===== config.mk =====
export PLATFORM = sky130hd
export DESIGN_NAME = crie_rx_irq_enable
export DESIGN_NICKNAME = d
export VERILOG_FILES = /design/src/crie_pkg.sv /design/src/crie_rx_irq_enable.sv
export VERILOG_INCLUDE_DIRS = /design/src
export SDC_FILE = /design/constraint.sdc
export NUM_CORES = 1
export LEC_CHECK = 0
export BUFFER_PORTS_ARGS = -buffer_cell sky130_fd_sc_hd__buf_2
export CORE_ASPECT_RATIO = 0.75
export CORE_MARGIN = 2
export CORE_UTILIZATION = 45
export DETAILED_ROUTE_END_ITERATION = 6
export PLACE_DENSITY_LB_ADDON = 0.08
export REMOVE_ABC_BUFFERS = 1
export SYNTH_ARGS = -nofsm -noshare
export SYNTH_HDL_FRONTEND = slang
export SYNTH_SLANG_ARGS = --single-unit

===== constraint.sdc =====
create_clock -name clk_sys -period 3.95 [get_ports clk_sys]
set_input_delay 0.79 -clock clk_sys [delete_from_list [all_inputs] [get_ports clk_sys]]
set_output_delay 0.79 -clock clk_sys [all_outputs]
set_load 0.01 [all_outputs]

===== src/crie_consts.svh =====
// Register offsets, field positions, reset values and state thresholds of the receive interrupt block.
`ifndef CRIE_CONSTS_SVH
`define CRIE_CONSTS_SVH

// ****************************************************************
// Register map
// ****************************************************************
`define CRIE_ADDR_W        4
`define CRIE_OFF_ENABLES   4'h0
`define CRIE_OFF_FLAGS     4'h1
`define CRIE_OFF_IRQ_STAT  4'h2
`define CRIE_OFF_IRQ_MASK  4'h3

// ****************************************************************
// Enable register fields
// ****************************************************************
`define CRIE_BIT_WAKE_IE   7
`define CRIE_BIT_CSC_IE    6
`define CRIE_RSENS_HI      5
`define CRIE_RSENS_LO      4
`define CRIE_TSENS_HI      3
`define CRIE_TSENS_LO      2
`define CRIE_BIT_OVR_IE    1
`define CRIE_BIT_RXF_IE    0
`define CRIE_ENABLES_RST   8'h00
`define CRIE_SENS_MASK     8'h3C

// ****************************************************************
// Flag register fields
// ****************************************************************
`define CRIE_BIT_WAKE_F    7
`define CRIE_BIT_CSC_F     6
`define CRIE_RX_STATE_INDICATOR_HI      5
`define CRIE_RX_STATE_INDICATOR_LO      4
`define CRIE_TX_STATE_INDICATOR_HI      3
`define CRIE_TX_STATE_INDICATOR_LO      2
`define CRIE_BIT_OVR_F     1
`define CRIE_BIT_RXF_F     0
`define CRIE_EVT_RST       4'h0

// ****************************************************************
// Error counter thresholds
// ****************************************************************
`define CRIE_WARN_LIMIT    9'd96
`define CRIE_ERR_LIMIT     9'd127
`define CRIE_BOFF_LIMIT    9'd255

`endif


===== src/crie_pkg.sv =====
// Types shared by the receive interrupt block.
package crie_pkg;

    typedef enum logic [1:0] {
        CRIE_ST_OK   = 2'b00,
        CRIE_ST_WARN = 2'b01,
        CRIE_ST_ERR  = 2'b10,
        CRIE_ST_BOFF = 2'b11
    } crie_state_type;

    typedef enum logic [1:0] {
        CRIE_SENS_NONE = 2'b00,
        CRIE_SENS_BOFF = 2'b01,
        CRIE_SENS_ERR  = 2'b10,
        CRIE_SENS_ALL  = 2'b11
    } crie_sens_type;

endpackage


===== src/crie_rx_irq_enable.sv =====
// Receive interrupt enable register, receive flags and interrupt request gating.
//
// Added by the designer: the plain strobed port and the register offsets.
`timescale 1ns/10ps
`include "crie_consts.svh"

//
// Behaviour
// - Init mode holds non-sensitivity enables at reset value.
// - Writes only outside init; reads anytime.
// - Sensitivity fields survive init mode.
// - Wake enable gates wake interrupt request.
// - Status-change enable gates error request.
// - Receiver sensitivity selects reported transitions.
// - Transmitter sensitivity uses same encoding.
// - Indicators update only with no pending change.
// - Overrun enable gates error request.
// - Receive-full enable gates receive request.
// - Cleared enable blocks request, flag still works.
// - State from counters: 96, 127, 255 limits.
// - Flags set by hardware, pending while enabled.
module crie_rx_irq_enable
    import crie_pkg::*;
(
    input  wire logic                     clk_sys,
    input  wire logic                     rst_n,
    input  wire logic [`CRIE_ADDR_W-1:0]  reg_addr,
    input  wire logic [31:0]              reg_wdata,
    input  wire logic                     reg_wr,
    input  wire logic                     reg_rd,
    output logic      [31:0]              reg_rdata,
    input  wire logic                     init_request,
    input  wire logic                     init_acknowledge,
    input  wire logic                     wake_event,
    input  wire logic                     overrun_event,
    input  wire logic                     rx_full_event,
    input  wire logic                     rx_full_release,
    input  wire logic [7:0]               rx_error_count,
    input  wire logic [8:0]               tx_error_count,
    output logic                          wake_irq,
    output logic                          error_irq,
    output logic                          rx_irq,
    output logic                          block_irq
);

    // ****************************************************************
    // Decode
    // ****************************************************************
    logic       init_mode;
    logic       write_ok;
    logic       wr_en;
    logic       wr_flags;
    logic       wr_stat;
    logic       wr_mask;
    logic [7:0] receiver_interrupt_enables_q;
    logic [7:0] receiver_flag_register;
    logic       wake_event_flag_q;
    logic       status_change_flag_q;
    logic       overrun_flag_q;
    logic       rx_full_flag_q;
    logic [1:0] rx_state_indicator_q;
    logic [1:0] tx_state_indicator_q;
    logic [3:0] irq_stat_q;
    logic [3:0] irq_mask_q;
    logic [3:0] irq_events;
    crie_state_type rx_now;
    crie_state_type tx_now;
    crie_state_type rx_prev_q;
    crie_state_type tx_prev_q;
    logic       rx_hit;
    logic       tx_hit;
    logic       csc_set;
    logic [7:0] receiver_interrupt_enables_d;
    logic       wake_clr;
    logic       csc_clr;
    logic       ovr_clr;
    logic       rxf_clr;
    logic [3:0] stat_clr;
    logic [31:0] reg_rdata_d;

    // In the two half-way states of the init handshake the enables are
    // neither forced to reset nor open to writes.
    assign init_mode = init_request && init_acknowledge;
    assign write_ok  = !init_request && !init_acknowledge;
    assign wr_en     = reg_wr && (reg_addr == `CRIE_OFF_ENABLES) && write_ok;
    assign wr_flags  = reg_wr && (reg_addr == `CRIE_OFF_FLAGS);
    assign wr_stat   = reg_wr && (reg_addr == `CRIE_OFF_IRQ_STAT);
    assign wr_mask   = reg_wr && (reg_addr == `CRIE_OFF_IRQ_MASK);

    // ****************************************************************
    // Enable register
    // ****************************************************************
    // The sensitivity fields keep their value through init so that the
    // error reporting policy need not be reprogrammed after a re-init.
    always_comb begin
        receiver_interrupt_enables_d = receiver_interrupt_enables_q;
        if (init_mode) begin
            receiver_interrupt_enables_d = (receiver_interrupt_enables_q & `CRIE_SENS_MASK)
                | (`CRIE_ENABLES_RST & ~`CRIE_SENS_MASK);
        end else if (wr_en) begin
            receiver_interrupt_enables_d = reg_wdata[7:0];
        end
    end

    always_ff @(posedge clk_sys or negedge rst_n) begin
        if (!rst_n) begin
            receiver_interrupt_enables_q <= `CRIE_ENABLES_RST;
        end else begin
            receiver_interrupt_enables_q <= receiver_interrupt_enables_d;
        end
    end

    // ****************************************************************
    // Error state derivation
    // ****************************************************************
    // A transmitter in bus-off drags the receiver state with it, and the
    // receiver leaves bus-off only when the transmitter does.
    always_comb begin
        if (tx_error_count > `CRIE_BOFF_LIMIT) begin
            rx_now = CRIE_ST_BOFF;
            tx_now = CRIE_ST_BOFF;
        end else begin
            if ({1'b0, rx_error_count} > `CRIE_ERR_LIMIT) begin
                rx_now = CRIE_ST_ERR;
            end else if ({1'b0, rx_error_count} > `CRIE_WARN_LIMIT) begin
                rx_now = CRIE_ST_WARN;
            end else begin
                rx_now = CRIE_ST_OK;
            end
            if (tx_error_count > `CRIE_ERR_LIMIT) begin
                tx_now = CRIE_ST_ERR;
            end else if (tx_error_count > `CRIE_WARN_LIMIT) begin
                tx_now = CRIE_ST_WARN;
            end else begin
                tx_now = CRIE_ST_OK;
            end
        end
    end

    // Encoding 10 takes any change into or out of error or bus-off; both of
    // those states carry the high bit.
    function automatic logic sens_hit(input logic [1:0] sens, input crie_state_type old_s,
                                      input crie_state_type new_s);
        logic diff;
        diff = (old_s != new_s);
        case (sens)
            CRIE_SENS_NONE: sens_hit = 1'b0;
            CRIE_SENS_BOFF: sens_hit = diff && ((old_s == CRIE_ST_BOFF) || (new_s == CRIE_ST_BOFF));
            CRIE_SENS_ERR:  sens_hit = diff && (old_s[1] || new_s[1]);
            CRIE_SENS_ALL:  sens_hit = diff;
            default:        sens_hit = 1'b0;
        endcase
    endfunction

    assign rx_hit  = sens_hit(receiver_interrupt_enables_q[`CRIE_RSENS_HI:`CRIE_RSENS_LO],
                              rx_prev_q, rx_now);
    assign tx_hit  = sens_hit(receiver_interrupt_enables_q[`CRIE_TSENS_HI:`CRIE_TSENS_LO],
                              tx_prev_q, tx_now);
    assign csc_set = rx_hit || tx_hit;

    always_ff @(posedge clk_sys or negedge rst_n) begin
        if (!rst_n) begin
            rx_prev_q <= CRIE_ST_OK;
        end else begin
            rx_prev_q <= rx_now;
        end
    end

    always_ff @(posedge clk_sys or negedge rst_n) begin
        if (!rst_n) begin
            tx_prev_q <= CRIE_ST_OK;
        end else begin
            tx_prev_q <= tx_now;
        end
    end

    // Indicators are frozen while a status change is pending so that
    // software reads the state that caused the interrupt.
    always_ff @(posedge clk_sys or negedge rst_n) begin
        if (!rst_n) begin
            rx_state_indicator_q <= CRIE_ST_OK;
        end else if (!status_change_flag_q) begin
            rx_state_indicator_q <= rx_now;
        end
    end

    always_ff @(posedge clk_sys or negedge rst_n) begin
        if (!rst_n) begin
            tx_state_indicator_q <= CRIE_ST_OK;
        end else if (!status_change_flag_q) begin
            tx_state_indicator_q <= tx_now;
        end
    end

    // ****************************************************************
    // Event flags, write one to clear, set wins
    // ****************************************************************
    // A clear that meets a new event in the same cycle loses, so an event
    // that software has not yet seen is never dropped.
    assign wake_clr = wr_flags && reg_wdata[`CRIE_BIT_WAKE_F];
    assign csc_clr  = wr_flags && reg_wdata[`CRIE_BIT_CSC_F];
    assign ovr_clr  = wr_flags && reg_wdata[`CRIE_BIT_OVR_F];
    assign rxf_clr  = (wr_flags && reg_wdata[`CRIE_BIT_RXF_F]) || rx_full_release;

    crie_sticky_bits #(
        .WIDTH (1)
    ) wake_flag_i (
        .clk_sys  (clk_sys),
        .rst_n    (rst_n),
        .set_in   (wake_event),
        .clear_in (wake_clr),
        .bits_q   (wake_event_flag_q)
    );

    crie_sticky_bits #(
        .WIDTH (1)
    ) csc_flag_i (
        .clk_sys  (clk_sys),
        .rst_n    (rst_n),
        .set_in   (csc_set),
        .clear_in (csc_clr),
        .bits_q   (status_change_flag_q)
    );

    crie_sticky_bits #(
        .WIDTH (1)
    ) ovr_flag_i (
        .clk_sys  (clk_sys),
        .rst_n    (rst_n),
        .set_in   (overrun_event),
        .clear_in (ovr_clr),
        .bits_q   (overrun_flag_q)
    );

    crie_sticky_bits #(
        .WIDTH (1)
    ) rxf_flag_i (
        .clk_sys  (clk_sys),
        .rst_n    (rst_n),
        .set_in   (rx_full_event),
        .clear_in (rxf_clr),
        .bits_q   (rx_full_flag_q)
    );

    assign receiver_flag_register = {wake_event_flag_q, status_change_flag_q,
                                     rx_state_indicator_q, tx_state_indicator_q,
                                     overrun_flag_q, rx_full_flag_q};

    // ****************************************************************
    // Request gating
    // ****************************************************************
    // Requests follow the flag and enable flops directly, so an enable set
    // while its flag stands raises the request in the next cycle.
    always_comb begin
        wake_irq  = wake_event_flag_q && receiver_interrupt_enables_q[`CRIE_BIT_WAKE_IE];
        error_irq = (status_change_flag_q && receiver_interrupt_enables_q[`CRIE_BIT_CSC_IE])
                 || (overrun_flag_q && receiver_interrupt_enables_q[`CRIE_BIT_OVR_IE]);
        rx_irq    = rx_full_flag_q && receiver_interrupt_enables_q[`CRIE_BIT_RXF_IE];
    end

    // ****************************************************************
    // Block interrupt status and mask
    // ****************************************************************
    assign irq_events = {wake_event, csc_set, overrun_event, rx_full_event};

    assign stat_clr = {4{wr_stat}} & reg_wdata[3:0];

    crie_sticky_bits #(
        .WIDTH (4)
    ) irq_stat_i (
        .clk_sys  (clk_sys),
        .rst_n    (rst_n),
        .set_in   (irq_events),
        .clear_in (stat_clr),
        .bits_q   (irq_stat_q)
    );

    always_ff @(posedge clk_sys or negedge rst_n) begin
        if (!rst_n) begin
            irq_mask_q <= `CRIE_EVT_RST;
        end else if (wr_mask) begin
            irq_mask_q <= reg_wdata[3:0];
        end
    end

    // The mask only gates the shared output; status bits record every event
    // whether it is masked or not.
    assign block_irq = |(irq_stat_q & irq_mask_q);

    // ****************************************************************
    // Read port
    // ****************************************************************
    // Idle cycles return zero, so a stale value never passes for an answer.
    always_comb begin
        reg_rdata_d = 32'h0000_0000;
        if (reg_rd) begin
            case (reg_addr)
                `CRIE_OFF_ENABLES:  reg_rdata_d = {24'h00_0000, receiver_interrupt_enables_q};
                `CRIE_OFF_FLAGS:    reg_rdata_d = {24'h00_0000, receiver_flag_register};
                `CRIE_OFF_IRQ_STAT: reg_rdata_d = {28'h000_0000, irq_stat_q};
                `CRIE_OFF_IRQ_MASK: reg_rdata_d = {28'h000_0000, irq_mask_q};
                default:            reg_rdata_d = 32'h0000_0000;
            endcase
        end
    end

    always_ff @(posedge clk_sys or negedge rst_n) begin
        if (!rst_n) begin
            reg_rdata <= 32'h0000_0000;
        end else begin
            reg_rdata <= reg_rdata_d;
        end
    end

endmodule

// ****************************************************************
// Sticky event bits
// ****************************************************************
// Each bit is set in any cycle in which its event input is high and is
// cleared only by its clear input; when both come in one cycle the set
// wins.
module crie_sticky_bits
    import crie_pkg::*;
#(
    parameter int WIDTH = 1
) (
    input  wire logic [WIDTH-1:0] set_in,
    input  wire logic [WIDTH-1:0] clear_in,
    input  wire logic             clk_sys,
    input  wire logic             rst_n,
    output logic      [WIDTH-1:0] bits_q
);

    always_ff @(posedge clk_sys or negedge rst_n) begin
        if (!rst_n) begin
            bits_q <= '0;
        end else begin
            bits_q <= set_in | (bits_q & ~clear_in);
        end
    end

endmodule


==> reports/qor_table.md <==
| Item | This run | Unit |
| --- | --- | --- |
| Die X-Extent | 81.3 | um |
| Resize count post-CTS | 0 | - |
| Required time worst endpoint | 4.12 | ns |
| CTS tree | done | - |
| Predominant post-synthesis flop cell | dfrtp_1 | - |
| Number of distinct standard cells referenced by the synthesized netlist | 39 | - |
| Via-to-Cell Ratio | 4.80 | - |
| Fraction of the mapped netlist area in compound gates | 11.0 | % |
| Clock Path Buffers | 2 | - |
| Number of enable-type register cells in the synthesized netlist | 0 | - |
| Starting Density | 46.0 | % |
| Slew headroom | 47.6 | % |
| Mux share of post-synthesis cell area | 13.2 | % |
| Antenna Diode Count | 0 | - |
| CTS Root Cell | clkbuf_8 | - |
| Share of synthesized area occupied by flip-flops and latches | 44.6 | % |
| Post-CTS setup repair buffer count | 0 | - |
| Count of max-cap constraint violations | 0 | - |
| Number of standard cells after synthesis | 188 | - |
| Area growth from synthesis to layout | 15.3 | % |
| Wire length of the first global-routing pass | 6290 | um |
| Per-cell routed wire length | 13.2 | um |
| Routability-driven placement congestion ratio | 0.742 | - |
| Final period util | 49.7 | % |
| Sum of negative setup slack | 0 | ns |
| Pin count of the biggest net entering global routing | 37 | - |
| Most frequent cell after synthesis | dfrtp_1 | - |
| Number of CTS-inserted buffers | 5 | - |
| GRT overflow | 0 | - |
| Max-slew violation count | 0 | - |
| First-pass DRT Iterations | 4 | - |
| Final hold violations | 0 | - |
| Std-Cell Rows | 21 | - |
| Vias after detailed routing | 1,434 | - |
| Die Footprint | 0.00504 | mm2 |
| Total routing resource utilization after global routing | 17.3 | % |
| Yosys top cell area share | 44.6 | % |
| XOR/XNOR Fraction of Synth Area | 0 | % |
| Tmin final | 1.96 | ns |
| Total of endpoints with negative setup slack in the final report | 0 | - |
| Category of the worst setup path launch point | input port | - |
| Residual antenna-violating net count after detailed routing | 0 | - |
| Setup repair after global routing missed its margin | false | - |
| Clock-pin slew reported for the worst setup and hold paths after clock tree synthesis | 0.07 | ns |
| Synthesized area divided by synthesized cell count | 10.7 | um2 |
| Total I/O pin count | 99 | - |
| Commonest cells post-synth | 36 x dfrtp_1, 24 x buf_4, 17 x nand2_1, 13 x mux2_2, 12 x mux2i_1 | - |
| Min-delay worst type | flop to flop | - |
| Core outline area | 0.00439 | mm2 |
| Number of storage elements in the synthesis netlist | 36 | - |
| Synthesized-area fraction occupied by adder cells | 4.96 | % |
| Peak fanout along the critical path | 7 | - |
| Overall die height | 62.0 | um |
| Leading post-synthesis cells by cell area | dfrtp_1 45%, buf_4 8.9%, mux2_2 7.3%, mux2i_1 6.0%, ha_1 5.0% | - |
| FMAX | 509 | MHz |
| Initial antenna violation count | 0 | - |
| Maximum vdd ir drop | 216 | uV |
| Cell type with the largest total area after synthesis | dfrtp_1 | - |
| Result of the run | finished clean | - |
| Vias in the first global route | 1,301 | - |
| Count of routing violations after the opening detailed-route iteration | 77 | - |
| Mapped Area | 0.00202 | mm2 |
| Static Leak | 1.21 | nW |
| Async set-or-reset flop fraction in the synthesized netlist | 100 | % |
| Critical path type | input port to flop | - |
| Clk sinks | 36 | - |
| Number of I/O port buffers | 50 | - |
| Placed wire-length estimate after detailed placement | 3070 | um |
| Nature of the critical path endpoint | flop | - |
| Core Util, Final | 53.0 | % |
| Share of cells above drive strength 1 | 33.9 | % |
| Power Dens Cells | 396 | mW/mm2 |
| Pin slew with the least headroom to its limit | 0.786 | ns |
| Total detailed-routing wirelength | 3950 | um |
| Clock Skews | 0.00706 | ns |
| Number of warning messages in the yosys log | 0 | - |
| Combinational family with the most area after synthesis | simple AND/OR/NAND/NOR gates | - |
| Insertion delay of the later-clocked pin in the worst-skew pair | 0.28 | ns |
| Total number of H-tree levels | 2 | - |
| DRC violation count after routing | 0 | - |
| Hold-fix buffers at CTS | 0 | - |
| Post-layout nets | 312 | - |
| Simple-gate portion of the synthesized area | 14.5 | % |
| Data arrival time of the critical path | 2.13 | ns |
## kinds of logic (layout without fill, tap and decap cells)
group | after synthesis | after routing
adder cells (fa/ha/maj) | 8 | 8
other | 1 | 24
buffers and inverters | 37 | 68
AND/OR/NAND/NOR | 54 | 54
AO/OA/AOI/OAI | 27 | 27
flip-flops | 36 | 36
multiplexers | 25 | 25
## worst max-delay path, cell delays in order
cell     delay (ns)
buf_2          0.11
nor2_1         0.30
nand2_1        0.19
nor2_1         0.35
mux2_2         0.39
## layout make-up
cell class                 instances  area [um2]
fill                             400        2060
tap                               57        71.3
multi-input combinational        138         972
sequential                        36         901
clock buffer                       7        86.3
clock inverter                     1        7.51
inverter                          10        37.5
timing repair buffer              50         250
## final timing paths
kind | start | cells after the start | endpoint | slack, ns
max in group asynchronous | rst_n | 1 | receiver_interrupt_enables_q[2] | 2.87
worst min register to register | tx_state_indicator_q[1] | 1 | tx_state_indicator_q[1] | 0.51
worst max register to register | receiver_interrupt_enables_q[2] | 6 | csc_flag_i.bits_q | 2.35
min in group asynchronous | rst_n | 1 | rx_prev_q[1] | 0.58
worst min-delay path | tx_state_indicator_q[1] | 1 | tx_state_indicator_q[1] | 0.51
worst max-delay path | reg_addr[3] | 5 | irq_mask_q[3] | 1.99
## layout by cell type, fill, tap and decap left out, types with 3 or more instances in the layout
| master | n |
|---|---|
| a21o_1 | 5 |
| a22oi_1 | 3 |
| and3_1 | 4 |
| buf_2 | 50 |
| clkbuf_8 | 6 |
| conb_1 | 24 |
| dfrtp_1 | 36 |
| ha_1 | 8 |
| inv_1 | 10 |
| mux2_2 | 13 |
| mux2i_1 | 12 |
| nand2_1 | 17 |
| nand3_1 | 8 |
| nor2_1 | 11 |
| o22ai_1 | 4 |
## stage by stage
| step | std cells | total power [W] | hold slack [ns] | area, um2 | worst slack, ns |
|---|---|---|---|---|---|
| after floorplan | 184 | 0.000584 | 0.463 | 1910 | 2.02 |
| after global placement | 291 | 0.000655 | 0.488 | 2230 | 1.69 |
| after detailed placement | 291 | 0.000659 | 0.498 | 2230 | 1.72 |
| after CTS | 299 | 0.000932 | 0.513 | 2330 | 1.99 |
| after global routing | 299 | 0.000982 | 0.535 | 2330 | 1.91 |
| final | 299 | 0.000921 | 0.509 | 2330 | 1.99 |
## per-layer routing
metal	global-route usage, %	vias up	wire [um]
li1	-	718	-
met1	25.5	656	2100
met2	24.5	54	1530
met3	5.20	6	281
met4	5.57	0	36
met5	0	-	0
## report_power, final
part           internal [W]  total [W]  switching [W]
Combinational      0.000102   0.000189      0.0000872
Sequential         0.000418   0.000461      0.0000429
Clock              0.000142   0.000270       0.000128
Total              0.000662   0.000921       0.000258
## registers in the layout, summed over array words and instances (netlist names), 2 cells and up
register                      count
rx_state_indicator_q              2
tx_state_indicator_q              2
rx_prev_q                         2
tx_prev_q                         2
receiver_interrupt_enables_q      8
reg_rdata                         8
irq_stat_i.bits_q                 4
irq_mask_q                        4
Power figures use the tool's default switching activity.
